--- config.mk ---
export PLATFORM = sky130hd
export DESIGN_NAME = instr_exec
export DESIGN_NICKNAME = d
export VERILOG_FILES = /design/src/exec_pkg.sv /design/src/exec_alu.sv /design/src/instr_exec.sv
export SDC_FILE = /design/constraint.sdc
export NUM_CORES = 2
export LEC_CHECK = 0
export CAP_MARGIN = 30
export CORE_ASPECT_RATIO = 0.75
export CORE_MARGIN = 5
export CORE_UTILIZATION = 60
export CTS_BUF_LIST = sky130_fd_sc_hd__clkbuf_2 sky130_fd_sc_hd__clkbuf_4 sky130_fd_sc_hd__clkbuf_8
export CTS_CLUSTER_SIZE = 8
export DETAILED_ROUTE_END_ITERATION = 10
export DONT_BUFFER_PORTS = 1
export PLACE_DENSITY_LB_ADDON = 0.12
export SYNTH_ARGS = -nofsm -noshare
export SYNTH_HDL_FRONTEND = slang
export SYNTH_SLANG_ARGS = --single-unit
--- constraint.sdc ---
create_clock -name pclk -period 21.8 [get_ports pclk]
set_input_delay 2.18 -clock pclk [delete_from_list [all_inputs] [get_ports pclk]]
set_output_delay 2.18 -clock pclk [all_outputs]
set_load 0.1 [all_outputs]
--- src/exec_pkg.sv ---
// Shared constants and types for the instruction execution slice
package exec_pkg;
  // Register byte offsets
  localparam logic [11:0] off_instr = 12'h000;
  localparam logic [11:0] off_status = 12'h004;
  localparam logic [11:0] off_acc = 12'h008;
  localparam logic [11:0] off_pc = 12'h00c;
  localparam logic [11:0] off_page_latch = 12'h010;
  localparam logic [11:0] off_stack_top = 12'h014;
  localparam logic [11:0] off_file_base = 12'h200;
  localparam logic [11:0] off_file_last = 12'h3fc;
  // Status register fields
  localparam int status_c_bit = 0;
  localparam int status_dc_bit = 1;
  localparam int status_z_bit = 2;
  localparam int status_busy_bit = 8;
  localparam int status_skip_bit = 9;
  localparam int status_unsup_bit = 10;
  // Stack top register fields
  localparam int stack_depth_lsb = 16;
  // Reset values
  localparam logic [7:0] acc_reset = 8'h00;
  localparam logic [12:0] pc_reset = 13'h0000;
  localparam logic [4:0] page_latch_reset = 5'h00;
  localparam logic [13:0] instr_reset = 14'h0000;
  // Instruction cycle length in pclk cycles
  localparam int tcy_pclk = 4;
  // Opcode fields
  localparam logic [5:0] opc_add_acc_to_file = 6'h07;
  localparam logic [5:0] opc_and_acc_with_file = 6'h05;
  localparam logic [3:0] opc_bit_clear = 4'h4;
  localparam logic [3:0] opc_bit_set = 4'h5;
  localparam logic [3:0] opc_skip_if_bit_zero = 4'h6;
  localparam logic [3:0] opc_skip_if_bit_one = 4'h7;
  localparam logic [4:0] opc_add_immediate = 5'h1f;
  localparam logic [5:0] opc_and_immediate = 6'h39;
  localparam logic [2:0] opc_call = 3'h4;
  localparam int page_hi_bit = 4;
  localparam int page_lo_bit = 3;
  localparam int stack_depth = 8;

  typedef enum logic [1:0] {alu_add, alu_and, alu_bclr, alu_bset} alu_op_t;
endpackage : exec_pkg

--- src/exec_alu.sv ---
// Arithmetic, logic and bit unit with status flag generation
`timescale 1ns/1ps
module exec_alu
  import exec_pkg::*;
(
  // Operation
  input wire alu_op_t op,
  input wire logic [2:0] bit_sel,
  // Operands
  input wire logic [7:0] acc,
  input wire logic [7:0] operand,
  // Results
  output logic [7:0] result,
  output logic carry,
  output logic nibble_carry_flag,
  output logic zero
);
  logic [8:0] sum;
  logic [4:0] low_sum;

  always_comb begin
    sum = {1'b0, acc} + {1'b0, operand};
    low_sum = {1'b0, acc[3:0]} + {1'b0, operand[3:0]};
    case (op)
      alu_add: result = sum[7:0];
      alu_and: result = acc & operand;
      alu_bclr: result = operand & ~(8'h01 << bit_sel);
      default: result = operand | (8'h01 << bit_sel);
    endcase
    carry = sum[8];
    nibble_carry_flag = low_sum[4];
    zero = (result == 8'h00);
  end
endmodule : exec_alu

--- src/instr_exec.sv ---
// Executes add, and, bit and call instructions issued over APB
// What this block does
// - Add immediate to accumulator, flags C DC Z
// - Add file register to accumulator, flags, destination
// - Destination bit 0 accumulator, 1 file
// - And immediate into accumulator, zero flag only
// - And file register, destination select, zero only
// - Bit clear leaves other bits, flags alone
// - Bit set leaves other bits, flags alone
// - Skip next if tested bit is one
// - Skip next if tested bit is zero
// - Call pushes program counter plus one
// - Call loads target and page latch bits
// - Call takes two cycles, holding off the bus in a flush cycle
// - Program counter change or skip costs cycle
`timescale 1ns/1ps
module instr_exec
  import exec_pkg::*;
#(
  parameter int tcy_div = tcy_pclk
)
(
  // Clock and reset
  input wire logic pclk,
  input wire logic presetn,
  // APB slave
  input wire logic psel,
  input wire logic penable,
  input wire logic pwrite,
  input wire logic [11:0] paddr,
  input wire logic [31:0] pwdata,
  output logic [31:0] prdata,
  output logic pready,
  output logic pslverr
);
  typedef enum logic [1:0] {st_idle, st_exec, st_flush} exec_state_t;

  exec_state_t state_q;
  logic [7:0] file_mem [0:127];
  logic [7:0] acc_q;
  logic carry_q;
  logic nibble_carry_flag_q;
  logic zero_q;
  logic unsup_q;
  logic discard_q;
  logic [12:0] pc_q;
  logic [4:0] program_page_latch_q;
  logic [13:0] instr_q;
  logic [12:0] stack_mem [0:stack_depth-1];
  logic [2:0] sp_q;
  logic [3:0] depth_q;
  logic [7:0] div_q;
  logic tcy_en;
  logic pready_q;
  logic pslverr_q;
  logic [31:0] prdata_q;

  // Decoded instruction
  logic [6:0] f_addr;
  logic [2:0] bit_sel;
  logic dest_file;
  logic [7:0] imm;
  logic [10:0] target;
  logic [7:0] f_val;
  logic is_add_file;
  logic is_and_file;
  logic is_bclr;
  logic is_bset;
  logic is_skip_zero;
  logic is_skip_one;
  logic is_add_imm;
  logic is_and_imm;
  logic is_call;
  logic supported;
  logic skip_taken;
  alu_op_t alu_op;
  logic [7:0] alu_b;
  logic [7:0] alu_res;
  logic alu_c;
  logic alu_dc;
  logic alu_z;
  logic do_exec;
  logic bus_wr;
  logic bus_rd_take;
  logic [31:0] rd_val;
  logic mapped;

  function automatic logic is_file_addr(input logic [11:0] a);
    is_file_addr = (a >= off_file_base) && (a <= off_file_last) && (a[1:0] == 2'b00);
  endfunction : is_file_addr

  function automatic logic [6:0] file_index(input logic [11:0] a);
    file_index = a[8:2];
  endfunction : file_index

  // Instruction cycle enable
  always_ff @(posedge pclk or negedge presetn) begin
    if (!presetn) begin
      div_q <= 8'h00;
    end else if (div_q == 8'(tcy_div - 1)) begin
      div_q <= 8'h00;
    end else begin
      div_q <= div_q + 8'h01;
    end
  end

  assign tcy_en = (div_q == 8'(tcy_div - 1));

  // Field extraction and opcode decode
  always_comb begin
    f_addr = instr_q[6:0];
    bit_sel = instr_q[9:7];
    dest_file = instr_q[7];
    imm = instr_q[7:0];
    target = instr_q[10:0];
    f_val = file_mem[instr_q[6:0]];
    is_add_file = (instr_q[13:8] == opc_add_acc_to_file);
    is_and_file = (instr_q[13:8] == opc_and_acc_with_file);
    is_bclr = (instr_q[13:10] == opc_bit_clear);
    is_bset = (instr_q[13:10] == opc_bit_set);
    is_skip_zero = (instr_q[13:10] == opc_skip_if_bit_zero);
    is_skip_one = (instr_q[13:10] == opc_skip_if_bit_one);
    is_add_imm = (instr_q[13:9] == opc_add_immediate);
    is_and_imm = (instr_q[13:8] == opc_and_immediate);
    is_call = (instr_q[13:11] == opc_call);
    supported = is_add_file | is_and_file | is_bclr | is_bset | is_skip_zero |
                is_skip_one | is_add_imm | is_and_imm | is_call;
    skip_taken = (is_skip_one & f_val[bit_sel]) |
                 (is_skip_zero & ~f_val[bit_sel]);
    if (is_add_file || is_add_imm) begin
      alu_op = alu_add;
    end else if (is_and_file || is_and_imm) begin
      alu_op = alu_and;
    end else if (is_bclr) begin
      alu_op = alu_bclr;
    end else begin
      alu_op = alu_bset;
    end
    alu_b = (is_add_imm || is_and_imm) ? imm : f_val;
  end

  exec_alu u_alu (
    .op(alu_op),
    .bit_sel(bit_sel),
    .acc(acc_q),
    .operand(alu_b),
    .result(alu_res),
    .carry(alu_c),
    .nibble_carry_flag(alu_dc),
    .zero(alu_z)
  );

  // An instruction that follows a taken skip runs as a no-operation
  assign do_exec = (state_q == st_exec) && tcy_en && !discard_q;
  assign bus_wr = psel && penable && pready_q && pwrite;
  assign bus_rd_take = psel && penable && !pready_q && (state_q == st_idle);

  // Sequencer
  always_ff @(posedge pclk or negedge presetn) begin
    if (!presetn) begin
      state_q <= st_idle;
    end else begin
      case (state_q)
        st_idle: begin
          if (bus_wr && paddr == off_instr) begin
            state_q <= st_exec;
          end
        end
        st_exec: begin
          if (tcy_en) begin
            state_q <= (do_exec && is_call) ? st_flush : st_idle;
          end
        end
        default: begin
          if (tcy_en) begin
            state_q <= st_idle;
          end
        end
      endcase
    end
  end

  // Issued instruction
  always_ff @(posedge pclk or negedge presetn) begin
    if (!presetn) begin
      instr_q <= instr_reset;
    end else if (bus_wr && paddr == off_instr) begin
      instr_q <= pwdata[13:0];
    end
  end

  // Skip carried into the next issued instruction
  always_ff @(posedge pclk or negedge presetn) begin
    if (!presetn) begin
      discard_q <= 1'b0;
    end else if (state_q == st_exec && tcy_en) begin
      discard_q <= !discard_q && skip_taken;
    end
  end

  // Accumulator
  always_ff @(posedge pclk or negedge presetn) begin
    if (!presetn) begin
      acc_q <= acc_reset;
    end else if (do_exec && (is_add_imm || is_and_imm)) begin
      acc_q <= alu_res;
    end else if (do_exec && (is_add_file || is_and_file) && !dest_file) begin
      acc_q <= alu_res;
    end else if (bus_wr && paddr == off_acc) begin
      acc_q <= pwdata[7:0];
    end
  end

  // File registers
  always_ff @(posedge pclk) begin
    if (do_exec && ((is_add_file || is_and_file) && dest_file)) begin
      file_mem[f_addr] <= alu_res;
    end else if (do_exec && (is_bclr || is_bset)) begin
      file_mem[f_addr] <= alu_res;
    end else if (bus_wr && is_file_addr(paddr)) begin
      file_mem[file_index(paddr)] <= pwdata[7:0];
    end
  end

  // Carry and nibble carry change only on additions and status register writes
  always_ff @(posedge pclk or negedge presetn) begin
    if (!presetn) begin
      carry_q <= 1'b0;
      nibble_carry_flag_q <= 1'b0;
    end else if (do_exec && (is_add_imm || is_add_file)) begin
      carry_q <= alu_c;
      nibble_carry_flag_q <= alu_dc;
    end else if (bus_wr && paddr == off_status) begin
      carry_q <= pwdata[status_c_bit];
      nibble_carry_flag_q <= pwdata[status_dc_bit];
    end
  end

  // Zero flag changes on adds, ands and status register writes only
  always_ff @(posedge pclk or negedge presetn) begin
    if (!presetn) begin
      zero_q <= 1'b0;
    end else if (do_exec && (is_add_imm || is_add_file || is_and_imm || is_and_file)) begin
      zero_q <= alu_z;
    end else if (bus_wr && paddr == off_status) begin
      zero_q <= pwdata[status_z_bit];
    end
  end

  // Unsupported opcode flag, write one to clear, set wins
  always_ff @(posedge pclk or negedge presetn) begin
    if (!presetn) begin
      unsup_q <= 1'b0;
    end else if (do_exec && !supported) begin
      unsup_q <= 1'b1;
    end else if (bus_wr && paddr == off_status && pwdata[status_unsup_bit]) begin
      unsup_q <= 1'b0;
    end
  end

  // Program counter
  always_ff @(posedge pclk or negedge presetn) begin
    if (!presetn) begin
      pc_q <= pc_reset;
    end else if (do_exec && is_call) begin
      pc_q <= {program_page_latch_q[page_hi_bit:page_lo_bit], target};
    end else if (state_q == st_exec && tcy_en) begin
      pc_q <= pc_q + 13'h0001;
    end else if (bus_wr && paddr == off_pc) begin
      pc_q <= pwdata[12:0];
    end
  end

  // Page latch
  always_ff @(posedge pclk or negedge presetn) begin
    if (!presetn) begin
      program_page_latch_q <= page_latch_reset;
    end else if (bus_wr && paddr == off_page_latch) begin
      program_page_latch_q <= pwdata[4:0];
    end
  end

  // Return stack, circular, overwrites the oldest entry when full
  always_ff @(posedge pclk) begin
    if (do_exec && is_call) begin
      stack_mem[sp_q] <= pc_q + 13'h0001;
    end
  end

  always_ff @(posedge pclk or negedge presetn) begin
    if (!presetn) begin
      sp_q <= 3'h0;
      depth_q <= 4'h0;
    end else if (do_exec && is_call) begin
      sp_q <= sp_q + 3'h1;
      if (depth_q != 4'(stack_depth)) begin
        depth_q <= depth_q + 4'h1;
      end
    end
  end

  // Read multiplexer
  always_comb begin
    rd_val = 32'h0000_0000;
    mapped = 1'b1;
    if (paddr == off_instr) begin
      rd_val[13:0] = instr_q;
    end else if (paddr == off_status) begin
      rd_val[status_c_bit] = carry_q;
      rd_val[status_dc_bit] = nibble_carry_flag_q;
      rd_val[status_z_bit] = zero_q;
      rd_val[status_busy_bit] = (state_q != st_idle);
      rd_val[status_skip_bit] = discard_q;
      rd_val[status_unsup_bit] = unsup_q;
    end else if (paddr == off_acc) begin
      rd_val[7:0] = acc_q;
    end else if (paddr == off_pc) begin
      rd_val[12:0] = pc_q;
    end else if (paddr == off_page_latch) begin
      rd_val[4:0] = program_page_latch_q;
    end else if (paddr == off_stack_top) begin
      rd_val[12:0] = stack_mem[sp_q - 3'h1];
      rd_val[stack_depth_lsb +: 4] = depth_q;
    end else if (is_file_addr(paddr)) begin
      rd_val[7:0] = file_mem[file_index(paddr)];
    end else begin
      mapped = 1'b0;
    end
  end

  // Bus answer: one wait state, held off while an instruction runs
  always_ff @(posedge pclk or negedge presetn) begin
    if (!presetn) begin
      pready_q <= 1'b0;
      pslverr_q <= 1'b0;
      prdata_q <= 32'h0000_0000;
    end else begin
      pready_q <= bus_rd_take;
      pslverr_q <= bus_rd_take && !mapped;
      if (bus_rd_take && !pwrite) begin
        prdata_q <= (depth_q == 4'h0 && paddr == off_stack_top) ? 32'h0000_0000 : rd_val;
      end
    end
  end

  assign pready = pready_q;
  assign pslverr = pslverr_q;
  assign prdata = prdata_q;
endmodule : instr_exec

==> out/qor.txt <==
Width of the die: 369 um
Share of cells above drive strength 1: 0.295
Drt pass-1 iters: 6
Slowest stage delay, CP: 0.88 ns
DRT iter0 DRCs: 6070
Fin nets: 3410
P&R area growth vs syn: 8.40%
Total gr overflow: 0
Largest net degree at the start of global routing: 277
Met3 WL: 32.1 mm
Most used cell, CP: buf_4
Die height: 279 um
Run status: complete, no violations
Synth Area per Inst: 17.6 um2
Die area: 103000 um2
Most common cell after layout, fill and taps aside: edfxtp_1
DR vias: 35.6k
Seq. cell area: 35900 um2
Crit-path cells: buf_4 -> buf_4 -> buf_4 -> mux4_2 -> nor2_1 -> o21ai_0 -> o41ai_1 -> a211oi_1 -> a21o_1 -> fa_1 -> a21o_1 -> a21oi_1 -> o21bai_1 -> a21oi_1 -> xnor2_1 -> nand2_1 -> o311ai_0 -> o32a_1 -> nor2_1 -> nor2_4 -> buf_4 -> buf_16
Power density over the cells: 71.3 nW/um2
Starting density of the core: 0.606
WP data required: 22.43 ns
Mapped Area: 57900 um2
Vias in the first global route: 34.7k
Max Fclk: 107 MHz
Dpl cells: 4389
Post-CTS Setup Bufs: 0
PostCTS Resize Cnt: 0
Total routed wirelength: 179 mm
Max VDD drop: 0.0640 mV
Post-route ant nets: 0
Top-Level Pins: 83
Hold_ws: 0.487 ns
Root buffer cell: clkbuf_8
Min Clock Period, post-route: 9.38 ns
Worst reg2reg startpoint: instr_q[0]$_DFFE_PN0P_
Max Cap Viol: 0
# DRC: 0
HPWL after DPL: 114 mm
Worst-Margin Slew: 1.15 ns
Setup TNS: 0 ns
Worst setup SP type: flop
Worst reg2reg setup slack: 12.42 ns
R2R depth: 22
Core area: 95500 um2
IO buf count: 0
Hold path depth: 1
WS Path Type: flop to flop
Reg-to-reg endpoint: file_mem[20][6]$_DFFE_PP_
Setup crit end: file_mem[20][6]$_DFFE_PP_
Clk Latency, worst-skew pair: 0.92 ns
Area of the multi-input gates: 20700 um2
Cell family with most CP delay: buffers and inverters
Met1 Wirelength: 65.9 mm
Worst Path Buf+Inv: 5
Non-filler cells, final: 4720
P_leak: 19.8 nW
WP data arrival: 10.01 ns
FILL cells: 6333
Period utilization: 0.430
Cell variety after synth: 79
Wire length per cell: 37.9 um
Crit Path Max Fanout: 88
Drt via density: 7.55
Metal2 WL: 74.5 mm
Relative slew slack: 0.231
Clock-pin slew on the worst setup and hold paths: 0.06 ns
Final setup viols: 0
CTS sink cnt: 1210
Crit. path cell count: 22
Hold Buf Count CTS: 0
Top_reg_cell synth: edfxtp_1
FP Rows: 98
Post-synth EDFFs: 1128
First-pass GRT wire length: 254 mm
Placer congestion estimate: 0.942
Clock Path Buffers: 3
Crit end category: flop
Most frequent cells in the layout: 1128 x edfxtp_1, 535 x mux4_2, 217 x nor2_1, 196 x mux2i_1, 193 x nand2_1
CTS tree: yes
Top Metal Used: met5
Crit-path slowest cell: buf_4
Worst Setup SP: instr_q[0]$_DFFE_PN0P_
Worst min path class: flop to flop
Tot GR Track Use: 0.350
CTS Buf Count: 185
Cells after synthesis: 3294
Fin. max-slew vios: 0
YS warnings: 0
Initial antenna violation count: 13
Final count of hold timing violations: 0
Ys async rst share: 0.0678
RSZ-0062 raised after global routing: no
Seq/Total Area, Yosys: 0.620
CTS H-tree depth: 4
Skew final: 0.0472 ns
Flip-flop and latch count after synthesis: 1210
per-stage QoR:
stage                     utilization  cell area [um2]  power [mW]  worst slack, ns
after CTS                       0.655            62600        4.47            12.49
final                           0.657            62800        4.47            12.42
after floorplan                     -            57900        2.68            11.94
after detailed placement        0.619            59100        2.68            12.51
after global routing            0.657            62700        4.59            12.06
after global placement          0.616            58900        2.68            12.50
kinds of logic after synthesis:
group / synth area share
other: 0.0000648
adder cells (fa/ha/maj): 0.00402
XOR/XNOR: 0.00424
AND/OR/NAND/NOR: 0.0458
buffers and inverters: 0.0251
AO/OA/AOI/OAI: 0.0434
multiplexers: 0.257
flip-flops: 0.620
report_power, final:
part / leakage, nW / total, mW / internal (mW) / switching [mW]
Combinational: 6.62 / 0.126 / 0.0686 / 0.0573
Clock: 1.84 / 1.84 / 0.932 / 0.905
Sequential: 11.4 / 2.51 / 2.50 / 0.00516
cell type report:
cell class	instances	area share
flip-flops and latches	1210	0.573
multi-input cells	1814	0.330
clock buffers	264	0.0502
well taps	1250	0.0249
repair buffers	104	0.0149
clock inverters	40	0.00490
inverters	28	0.00167
diodes	10	0.000399
sequential cells by signal, indices dropped and copies added (netlist names), 4 cells and up:
signal and flops:
prdata 18, program_page_latch_q 5, acc_q 8, div_q 8, instr_q 14, depth_q 4, file_mem 1024, pc_q 13
stack_mem 104
synthesized netlist by cell type, drive strengths merged (46+ instances only):
| master | instances | share of area |
|---|---|---|
| o21ai | 80 | 0.0070 |
| mux2 | 46 | 0.0089 |
| nor2 | 219 | 0.014 |
| edfxtp | 1128 | 0.59 |
| buf | 138 | 0.016 |
| clkbuf | 117 | 0.0076 |
| nand3 | 48 | 0.0041 |
| mux2i | 196 | 0.034 |
| mux4 | 548 | 0.21 |
| a21oi | 67 | 0.0059 |
| dfrtp | 82 | 0.035 |
| a22oi | 50 | 0.0065 |
| nand2 | 195 | 0.013 |
worst min path at each step:
| stage | from | to |
|---|---|---|
| floorplan | div_q[0]$_DFF_PN0_ | div_q[0]$_DFF_PN0_ |
| global placement | div_q[0]$_DFF_PN0_ | div_q[0]$_DFF_PN0_ |
| detailed placement | div_q[0]$_DFF_PN0_ | div_q[0]$_DFF_PN0_ |
| CTS | div_q[0]$_DFF_PN0_ | div_q[0]$_DFF_PN0_ |
| global route | div_q[0]$_DFF_PN0_ | div_q[0]$_DFF_PN0_ |
| finish | div_q[0]$_DFF_PN0_ | div_q[0]$_DFF_PN0_ |
per-layer routing:
layer | vias up | GRT usage
met5 | - | 0
met4 | 8 | 0.121
met3 | 444 | 0.159
met2 | 2953 | 0.471
met1 | 18400 | 0.511
li1 | 13800 | -
Power figures use the tool's default switching activity.
